## src/cns_pkg.sv

```systemverilog
package cns_pkg;

  // frame identifier bases, node number added on top
  localparam logic [10:0] REQ_ID_BASE = 11'h600;
  localparam logic [10:0] RSP_ID_BASE = 11'h580;

  // command bytes
  localparam logic [7:0] CMD_RD_REQ = 8'h40;
  localparam logic [7:0] CMD_WR_1 = 8'h2f;
  localparam logic [7:0] CMD_WR_2 = 8'h2b;
  localparam logic [7:0] CMD_WR_4 = 8'h23;
  localparam logic [7:0] CMD_RD_1 = 8'h4f;
  localparam logic [7:0] CMD_RD_2 = 8'h4b;
  localparam logic [7:0] CMD_RD_4 = 8'h43;
  localparam logic [7:0] CMD_WR_ACK = 8'h60;
  localparam logic [7:0] CMD_ERROR = 8'h80;

  // bit-rate setting codes and the matching rate in kbit/s
  localparam logic [7:0] RATE_CODE_50K = 8'h05;
  localparam logic [7:0] RATE_CODE_125K = 8'h0c;
  localparam logic [7:0] RATE_CODE_250K = 8'h19;
  localparam logic [7:0] RATE_CODE_500K = 8'h32;
  localparam logic [7:0] RATE_CODE_1M = 8'h64;
  localparam logic [10:0] RATE_KBPS_DEFAULT = 11'd500;

  // error codes used by this front end
  localparam logic [31:0] ERR_LEN_MISMATCH = 32'h06070010;
  localparam logic [31:0] ERR_ACCESS = 32'h06010000;

  // reply timing: reply leaves this many cycles after the object answer
  localparam int RSP_LATENCY_CYC = 1;

  typedef enum logic [2:0] {
    ST_IDLE = 3'b001,
    ST_WAIT = 3'b010,
    ST_SEND = 3'b100
  } cns_state_type;

  // one bus message: identifier, length count, up to 8 bytes from byte 0
  typedef struct packed {
    logic [10:0] ident;
    logic [3:0] len;
    logic [7:0][7:0] data;
  } cns_frame_type;

  // parameter access presented to the object store
  typedef struct packed {
    logic write;
    logic [15:0] index;
    logic [7:0] subIndex;
    logic [2:0] size;
    logic [31:0] value;
  } cns_access_type;

  // object store answer
  typedef struct packed {
    logic fail;
    logic [31:0] errCode;
    logic [2:0] size;
    logic [31:0] value;
  } cns_answer_type;

endpackage

```

## src/cns_node_sdo_access.sv

```systemverilog
`timescale 1ns/100ps
// Overview of operation
// node number from switches one to seven
// switch eight selects controller or driver mode
// host keeps node number while Operational
// rate code maps to bus bit rate
// default rate 500 kbit/s when nothing saved
// rate only survives reboot when saved
// only host starts confirmed transfers
// every accepted command gets a reply
// host request identifier is 600h plus node
// reply identifier is 580h plus node
// lower identifier wins bus contention
// payload is 1, 2 or 4 bytes
// message: identifier, length, up to 8 bytes
// process data unacknowledged, parameter access replied
// 8, 16, 32-bit integers and 32-bit float supported
// write commands 2Fh, 2Bh, 23h by size
// read reply 4Fh/4Bh/43h, write 60h, fail 80h
// host waits for reply before next request
// error reply echoes index, carries 4-byte code
// foreign identifiers ignored, no reply
// switches and saved rate sampled at reset
module cns_node_sdo_access
  import cns_pkg::*;
(
  // clock and reset
  input wire logic clk,
  input wire logic rst_n,
  // switch bank and stored settings, sampled once after reset
  input wire logic [7:0] switchBank,
  input wire logic rateSaved,
  input wire logic [7:0] savedRateCode,
  // received message
  input wire logic rxValid,
  input wire cns_frame_type rxFrame,
  // reply message toward the bus
  output logic txValid,
  input wire logic txReady,
  output cns_frame_type txFrame,
  // object store port
  output logic accValid,
  output cns_access_type accReq,
  input wire logic ansValid,
  input wire cns_answer_type ansData,
  // configuration seen by the rest of the node
  output logic [6:0] node_number,
  output logic driverMode,
  output logic [10:0] bitRateKbps,
  output logic configDone,
  // process data passed through with no reply
  output logic pdoValid,
  output cns_frame_type pdoFrame
);

  // write command to size code, used by the request decode
  function automatic logic [2:0] wrSize(input logic [7:0] cmd);
    unique case (cmd)
      CMD_WR_1: wrSize = 3'h1;
      CMD_WR_2: wrSize = 3'h2;
      CMD_WR_4: wrSize = 3'h4;
      default: wrSize = 3'h0;
    endcase
  endfunction

  // rate code to kbit/s; an unknown saved code falls back to the default
  function automatic logic [10:0] rateOf(input logic [7:0] code);
    unique case (code)
      RATE_CODE_50K: rateOf = 11'd50;
      RATE_CODE_125K: rateOf = 11'd125;
      RATE_CODE_250K: rateOf = 11'd250;
      RATE_CODE_500K: rateOf = 11'd500;
      RATE_CODE_1M: rateOf = 11'd1000;
      default: rateOf = RATE_KBPS_DEFAULT;
    endcase
  endfunction

  cns_state_type state_q, state_d;
  logic configDone_q;
  logic [6:0] nodeNum_q;
  logic driverMode_q;
  logic [10:0] rate_q;
  cns_frame_type txFrame_q, txFrame_d;
  cns_access_type acc_q;
  logic [7:0] rspCmd;
  logic [3:0] rspLen;
  logic [31:0] rspVal;

  // request decode
  wire logic [10:0] ownReqId = REQ_ID_BASE + {4'h0, nodeNum_q};
  wire logic [10:0] ownRspId = RSP_ID_BASE + {4'h0, nodeNum_q};
  wire logic nodeValid = nodeNum_q != 7'h00;
  wire logic idMatch = rxFrame.ident == ownReqId;
  wire logic [7:0] rxCmd = rxFrame.data[0];
  wire logic [2:0] rxWrSize = wrSize(rxCmd);
  wire logic isRead = rxCmd == CMD_RD_REQ;
  wire logic isWrite = rxWrSize != 3'h0;
  // driver mode has no fieldbus role, so requests are dropped there
  wire logic takeReq = rxValid && configDone_q && !driverMode_q && nodeValid && idMatch
    && state_q == ST_IDLE && (isRead || isWrite);
  // a write whose length count disagrees with its command byte is answered with an error
  wire logic lenBad = isWrite && rxFrame.len != 4'(4 + rxWrSize);
  wire logic pdoHit = rxValid && configDone_q && !driverMode_q && !idMatch
    && rxFrame.ident < RSP_ID_BASE;
  wire logic [31:0] rxValue = {rxFrame.data[7], rxFrame.data[6], rxFrame.data[5], rxFrame.data[4]};

  // configuration caught on the first clock after reset release; later switch moves are ignored
  always_ff @(posedge clk or negedge rst_n) begin
    if (!rst_n) begin
      configDone_q <= 1'b0;
      nodeNum_q <= 7'h00;
      driverMode_q <= 1'b0;
      rate_q <= RATE_KBPS_DEFAULT;
    end else if (!configDone_q) begin
      configDone_q <= 1'b1;
      nodeNum_q <= switchBank[6:0];
      driverMode_q <= switchBank[7];
      rate_q <= rateSaved ? rateOf(savedRateCode) : RATE_KBPS_DEFAULT;
    end
  end

  // reply byte 0 and payload selection
  always_comb begin
    rspCmd = CMD_WR_ACK;
    rspLen = 4'h4;
    rspVal = 32'h0;
    if (ansData.fail) begin
      rspCmd = CMD_ERROR;
      rspLen = 4'h8;
      rspVal = ansData.errCode;
    end else if (!acc_q.write) begin
      unique case (ansData.size)
        3'h1: rspCmd = CMD_RD_1;
        3'h2: rspCmd = CMD_RD_2;
        3'h4: rspCmd = CMD_RD_4;
        default: rspCmd = CMD_ERROR;
      endcase
      rspLen = 4'(4 + ansData.size);
      rspVal = ansData.value;
      if (rspCmd == CMD_ERROR) begin
        rspLen = 4'h8;
        rspVal = ERR_ACCESS;
      end
    end
  end

  // sequencer: idle, wait for the object store, hold reply until the bus takes it
  always_comb begin
    state_d = state_q;
    txFrame_d = txFrame_q;
    unique case (state_q)
      ST_IDLE: begin
        if (takeReq && lenBad) begin
          state_d = ST_SEND;
          txFrame_d.ident = ownRspId;
          txFrame_d.len = 4'h8;
          txFrame_d.data = {ERR_LEN_MISMATCH[31:24], ERR_LEN_MISMATCH[23:16], ERR_LEN_MISMATCH[15:8],
                            ERR_LEN_MISMATCH[7:0], rxFrame.data[3], rxFrame.data[2], rxFrame.data[1],
                            CMD_ERROR};
        end else if (takeReq) begin
          state_d = ST_WAIT;
        end
      end
      ST_WAIT: begin
        if (ansValid) begin
          state_d = ST_SEND;
          txFrame_d.ident = ownRspId;
          txFrame_d.len = rspLen;
          txFrame_d.data = {rspVal[31:24], rspVal[23:16], rspVal[15:8], rspVal[7:0],
                            acc_q.subIndex, acc_q.index[15:8], acc_q.index[7:0], rspCmd};
        end
      end
      ST_SEND: begin
        if (txReady) begin
          state_d = ST_IDLE;
        end
      end
      default: state_d = ST_IDLE;
    endcase
  end

  always_ff @(posedge clk or negedge rst_n) begin
    if (!rst_n) begin
      state_q <= ST_IDLE;
      txFrame_q <= '0;
    end else begin
      state_q <= state_d;
      txFrame_q <= txFrame_d;
    end
  end

  // access latched on acceptance; valid is a one-cycle pulse
  always_ff @(posedge clk or negedge rst_n) begin
    if (!rst_n) begin
      acc_q <= '0;
      accValid <= 1'b0;
    end else begin
      accValid <= takeReq && !lenBad;
      if (takeReq) begin
        acc_q.write <= isWrite;
        acc_q.index <= {rxFrame.data[2], rxFrame.data[1]};
        acc_q.subIndex <= rxFrame.data[3];
        acc_q.size <= rxWrSize;
        acc_q.value <= rxValue;
      end
    end
  end

  // process data forwarded, never answered
  always_ff @(posedge clk or negedge rst_n) begin
    if (!rst_n) begin
      pdoValid <= 1'b0;
      pdoFrame <= '0;
    end else begin
      pdoValid <= pdoHit;
      if (pdoHit) begin
        pdoFrame <= rxFrame;
      end
    end
  end

  assign accReq = acc_q;
  assign txValid = state_q == ST_SEND;
  assign txFrame = txFrame_q;
  assign node_number = nodeNum_q;
  assign driverMode = driverMode_q;
  assign bitRateKbps = rate_q;
  assign configDone = configDone_q;

  // checks
  AST_REPLY_ID: assert property (@(posedge clk) disable iff (!rst_n)
    txValid |-> txFrame.ident == RSP_ID_BASE + {4'h0, node_number})
    else $error("reply identifier wrong");
  AST_FOREIGN_IGNORED: assert property (@(posedge clk) disable iff (!rst_n)
    (state_q == ST_IDLE && rxValid && rxFrame.ident != ownReqId) |=> state_q == ST_IDLE)
    else $error("foreign request taken");
  AST_NO_SPONTANEOUS: assert property (@(posedge clk) disable iff (!rst_n)
    $rose(txValid) |-> $past(ansValid) || $past(takeReq))
    else $error("reply without request");
  AST_ANSWER_REPLIED: assert property (@(posedge clk) disable iff (!rst_n)
    (state_q == ST_WAIT && ansValid) |-> ##RSP_LATENCY_CYC txValid)
    else $error("answer not replied");
  AST_REPLY_HOLDS: assert property (@(posedge clk) disable iff (!rst_n)
    (txValid && !txReady) |=> txValid && $stable(txFrame))
    else $error("reply dropped before taken");
  AST_ERR_CMD: assert property (@(posedge clk) disable iff (!rst_n)
    (state_q == ST_WAIT && ansValid && ansData.fail) |=> txFrame.data[0] == CMD_ERROR && txFrame.len == 4'h8)
    else $error("error reply malformed");
  AST_WRITE_ACK: assert property (@(posedge clk) disable iff (!rst_n)
    (state_q == ST_WAIT && ansValid && !ansData.fail && acc_q.write) |=> txFrame.data[0] == CMD_WR_ACK)
    else $error("write ack wrong");
  AST_NODE_STABLE: assert property (@(posedge clk) disable iff (!rst_n)
    configDone |=> $stable(node_number) && $stable(bitRateKbps))
    else $error("config changed after load");
  AST_NODE_BITS: assert property (@(posedge clk) disable iff (!rst_n)
    $rose(configDone) |-> node_number == $past(switchBank[6:0]) && driverMode == $past(switchBank[7]))
    else $error("switch decode wrong");
  AST_RATE_DEFAULT: assert property (@(posedge clk) disable iff (!rst_n)
    ($rose(configDone) && !$past(rateSaved)) |-> bitRateKbps == RATE_KBPS_DEFAULT)
    else $error("default rate wrong");
  AST_PDO_SILENT: assert property (@(posedge clk) disable iff (!rst_n)
    (pdoHit && state_q == ST_IDLE) |=> !txValid)
    else $error("process data answered");

  // reply contents are checked against the constants, the latched access and the store answer, not against the selection logic
  AST_LEN_ERR_REPLY: assert property (@(posedge clk) disable iff (!rst_n)
    (takeReq && lenBad) |=> txValid && !accValid && txFrame.len == 4'h8
      && txFrame.data[7:4] == ERR_LEN_MISMATCH)
    else $error("length error reply malformed");
  AST_READ_REPLY: assert property (@(posedge clk) disable iff (!rst_n)
    (state_q == ST_WAIT && ansValid && !ansData.fail && !acc_q.write && ansData.size == 3'h4)
      |=> txFrame.data[0] == CMD_RD_4 && txFrame.len == 4'h8 && txFrame.data[7:4] == $past(ansData.value))
    else $error("read reply malformed");
  AST_ECHO: assert property (@(posedge clk) disable iff (!rst_n)
    (state_q == ST_WAIT && ansValid) |=> txFrame.data[3:1] == {$past(acc_q.subIndex), $past(acc_q.index)})
    else $error("index echo wrong");
  AST_ACC_OWN_ID: assert property (@(posedge clk) disable iff (!rst_n)
    accValid |-> $past(rxFrame.ident) == REQ_ID_BASE + {4'h0, node_number})
    else $error("access from foreign identifier");
  AST_ACC_PULSE: assert property (@(posedge clk) disable iff (!rst_n)
    accValid |-> state_q == ST_WAIT ##1 !accValid)
    else $error("access pulse malformed");
  AST_REPLY_TAKEN: assert property (@(posedge clk) disable iff (!rst_n)
    (txValid && txReady) |=> !txValid)
    else $error("reply repeated after take");
  AST_DRIVER_SILENT: assert property (@(posedge clk) disable iff (!rst_n)
    driverMode |-> !accValid && !txValid && !pdoValid)
    else $error("bus activity in driver mode");
  AST_NODE_ZERO_SILENT: assert property (@(posedge clk) disable iff (!rst_n)
    (configDone && node_number == 7'h00) |-> !accValid && !txValid)
    else $error("node zero answered");
  AST_PDO_FROM_RX: assert property (@(posedge clk) disable iff (!rst_n)
    pdoValid |-> $past(rxValid))
    else $error("process data without message");

  // main scenarios
  COV_READ: cover property (@(posedge clk) disable iff (!rst_n) txValid && txFrame.data[0] == CMD_RD_4);
  COV_WRITE: cover property (@(posedge clk) disable iff (!rst_n) txValid && txFrame.data[0] == CMD_WR_ACK);
  COV_ERROR: cover property (@(posedge clk) disable iff (!rst_n) txValid && txFrame.data[0] == CMD_ERROR);
  COV_STALL: cover property (@(posedge clk) disable iff (!rst_n) txValid && !txReady ##1 txValid && txReady);
  COV_PDO: cover property (@(posedge clk) disable iff (!rst_n) pdoValid);

endmodule

```

## config.mk

```make
export PLATFORM = sky130hd
export DESIGN_NAME = cns_node_sdo_access
export DESIGN_NICKNAME = d
export VERILOG_FILES = /design/src/cns_pkg.sv /design/src/cns_node_sdo_access.sv
export SDC_FILE = /design/constraint.sdc
export NUM_CORES = 1
export LEC_CHECK = 0
export ABC_AREA = 1
export BUFFER_PORTS_ARGS = -buffer_cell sky130_fd_sc_hd__buf_2
export CORE_MARGIN = 2
export CORE_UTILIZATION = 35
export CTS_CLUSTER_DIAMETER = 120
export CTS_CLUSTER_SIZE = 28
export DETAILED_ROUTE_END_ITERATION = 12
export GPL_TIMING_DRIVEN = 1
export HOLD_SLACK_MARGIN = 0.03
export MAX_ROUTING_LAYER = met4
export SLEW_MARGIN = 25
export SYNTH_ARGS = -nofsm -noshare
export SYNTH_HDL_FRONTEND = slang
export SYNTH_SLANG_ARGS = --single-unit
```

## constraint.sdc

```tcl
create_clock -name clk -period 2.99 [get_ports clk]
set_input_delay 0.598 -clock clk [delete_from_list [all_inputs] [get_ports clk]]
set_output_delay 0.598 -clock clk [all_outputs]
set_load 0.01 [all_outputs]
```

==> impl_results.md <==
- Status: complete, no violations
- Number of synthesized register bits: 236
- Predominant post-synthesis flop cell: dfrtp_1
- Total global-route track usage: 0.201
- RSZ-0062 raised after global routing: false
- PortBufs: around 410
- Synthesized area: 10,200 sq um
- Via count: 9,159
- Die Ht: about 170 um
- Synthesized instance count: around 1,200
- Power per cell area: 656 nW/um^2
- Vias in the first global route: 8,987
- Yosys warnings: 0
- Clock skew: 0.0285 ns
- Commonest non-fill, non-tap cell in the layout: nand2_1
- Worst EP required: roughly 3.4 ns
- Row cnt: 62
- Maximum Capacitance Violations: 0
- Wire length of the first global-routing pass: 48,200 um
- Final net count: 1,755
- Starting Density: 0.355
- Crit-path cells: inv_2 > nor3_4 > or2_2 > nand2_1 > inv_2 > nand2_2 > buf_12 > nand2_1 > nand2_1
- Die W: around 170 um
- CTS clk-pin slew, worst paths: 0.12 ns
- FF-to-FF setup slack: 0.61 ns
- Setup TNS: 0 ns
- Io pins: between 400 and 500
- Minimum clock period: 2.38 ns
- Clk sinks: 236
- Worst Max-Slew Pin Slew: 0.642 ns
- Ratio of cells with drive above 1 in the final layout: 0.284
- Avg Vias per Cell: 4.63
- H-tree levels: 1
- Seq/Total Area, Yosys: 0.581
- Final Hold Fails: 0
- Drt drc: 0
- DPL Wire Length: 22,200 um
- Clk buf depth: 3
- Non-filler cells, final: 1,978
- Hold buffers post-CTS: 1
- Min-Delay Endpoint: driverMode$_DFFE_PN0N_
- Yosys cell types: 28
- Antenna violations before repair: 2
- Wirelength per Cell: 15.5 um
- CP peak stage delay: 0.56 ns
- Layout area overhead: 26.9%
- Final Cycle Share: 0.795
- DRT antenna net count: 0
- Root Buffer: clkbuf_16
- FMAX: 0.421 GHz
- Post-CTS sizing: 0
- Most frequent cells in the layout: 462 x nand2_1, 404 x buf_2, 230 x dfrtp_1, 171 x o21ai_0, 102 x inv_1
- TritonCTS clock tree: built
- Post-synth top area cell: dfrtp_1
- Num CTS Buffers: 12
- Max VDD drop: roughly 0.40 mV
- CP endpoint kind: register
- Rel. slew slack: 0.572
- Initial drt markers: 520
- CP max FO: 40
- Syn_area_per_cell: 8.27 sq um
- Final Slew Violations: 0
- Worst reg2reg path depth: 9
- Number of flops mapped to enable cells by yosys: 0
- Final wirelength: 30,600 um
- GRT Residual Overflow: 0
- Main area contributors after synthesis: dfrtp_1 57%, nand2_1 17%, o21ai_0 8.4%
- Setup Crit Path Kind: reg -> reg
- Min-delay src: switchBank[7]
- Core area: 28,700 sq um
- Worst setup SP type: register
- Reg-to-Reg Start: state_q[0]$_DFFE_PN1P_
- Slowest-stage cell, CP: dfstp_2
- Crit-path most repeated cell: nand2_1
- Fraction of registers with async set or reset after synthesis: 1.00
- WHS Path Cells: 3
- RR Endpoint: txFrame[31]$_DFFE_PN0P_
- Pleak: 0.00731 uW
- Drt pass-1 iters: 4
- CP arrival: between 2 and 3 ns
- Synth top area share: 0.565
- Largest net degree at the start of global routing: 99
- Routability cong.: 0.862
- Placed Instances: 1,955
- Die Footprint: 30,500 sq um
- Post-CTS Setup Bufs: 0
- Final setup viols: 0
- Clock insertion delay at the later pin of the skew report: around 0.5 ns
- Hold Crit Class: in -> reg
## registers in the layout (all words and copies together) (netlist names)
| name | count |
|---|---|
| accReq | 60 |
| accValid | 1 |
| bitRateKbps | 9 |
| configDone | 1 |
| driverMode | 1 |
| node_number | 7 |
| pdoFrame | 79 |
| pdoValid | 1 |
| state_q | 3 |
| txFrame | 74 |
## Yosys cell counts (3+ instances only)
cell type / instances
a21oi_1: 34
o21ai_0: 171
nand3_1: 88
buf_1: 6
nor2_1: 25
inv_2: 4
nand2_1: 463
clkbuf_1: 49
buf_4: 20
dfstp_2: 6
inv_1: 102
dfrtp_1: 230
xnor2_1: 3
buf_2: 7
nor3_1: 5
## critical path, delay by kind of cell, from the launching register on
| kind | cells | cell delay [ns] |
|---|---|---|
| and+or+nand+nor | 6 | 0.98 |
| buffers and inverters | 3 | 0.70 |
| DFF | 1 | 0.56 |
## per-layer routing
layer	wire length, um	up-vias	track usage
li1	-	4563	-
met1	13200	4227	0.257
met2	14400	335	0.330
met3	2290	34	0.0418
met4	748	0	0.0479
met5	0	-	-
## how the worst max path moves through the flow
stage	from	endpoint	slack (ns)
after global routing	state_q[0]$_DFFE_PN1P_	txFrame[58]$_DFFE_PN0P_	0.47
final	state_q[0]$_DFFE_PN1P_	txFrame[31]$_DFFE_PN0P_	0.61
after CTS	state_q[0]$_DFFE_PN1P_	txFrame[53]$_DFFE_PN0P_	0.61
after detailed placement	rxFrame[7]	txFrame[53]$_DFFE_PN0P_	0.35
after floorplan	rxFrame[7]	txFrame[2]$_DFFE_PN0P_	1.06
after global placement	rxFrame[7]	txFrame[47]$_DFFE_PN0P_	0.40
## through the flow
stage	cell area, sq um	setup slack, ns	total power (uW)	util	hold WS (ns)
6_report	12900	0.613	8480	0.450	0.298
5_1_grt	12900	0.475	9000	0.450	0.301
4_1_cts	12900	0.613	8600	0.450	0.272
3_5_place_dp	12500	0.349	6690	0.437	0.455
3_3_place_gp	12500	0.402	6650	0.437	0.452
2_1_floorplan	10200	1.06	5490	-	0.302
## kinds of logic (layout without fill, tap and decap cells)
logic type,after synthesis,in the layout,share of synthesized area
DFF,236,236,0.581
AOI/OAI and AO/OA,208,208,0.103
other,2,7,0.000738
and+or+nand+nor,593,593,0.235
buffers and inverters,189,547,0.0779
xor gates and xnor gates,3,3,0.00258
## area by class of cell
class	instances	area (sq um)
fillers	2939	15800
well taps	384	480
repair buffers	420	2250
clock inverters	1	16.3
multi-input cells	809	3500
clock buffers	19	348
diodes	2	5.00
flip-flops and latches	236	5910
inverters	107	402
## power by group
| part | leakage [uW] | internal, uW | switching [uW] |
|---|---|---|---|
| logic | 0.00407 | 907 | 1670 |
| clock network | 0.000175 | 830 | 1060 |
| registers | 0.00306 | 3720 | 298 |
| total | 0.00731 | 5460 | 3020 |
No activity file was read; power rests on OpenSTA's default activity.
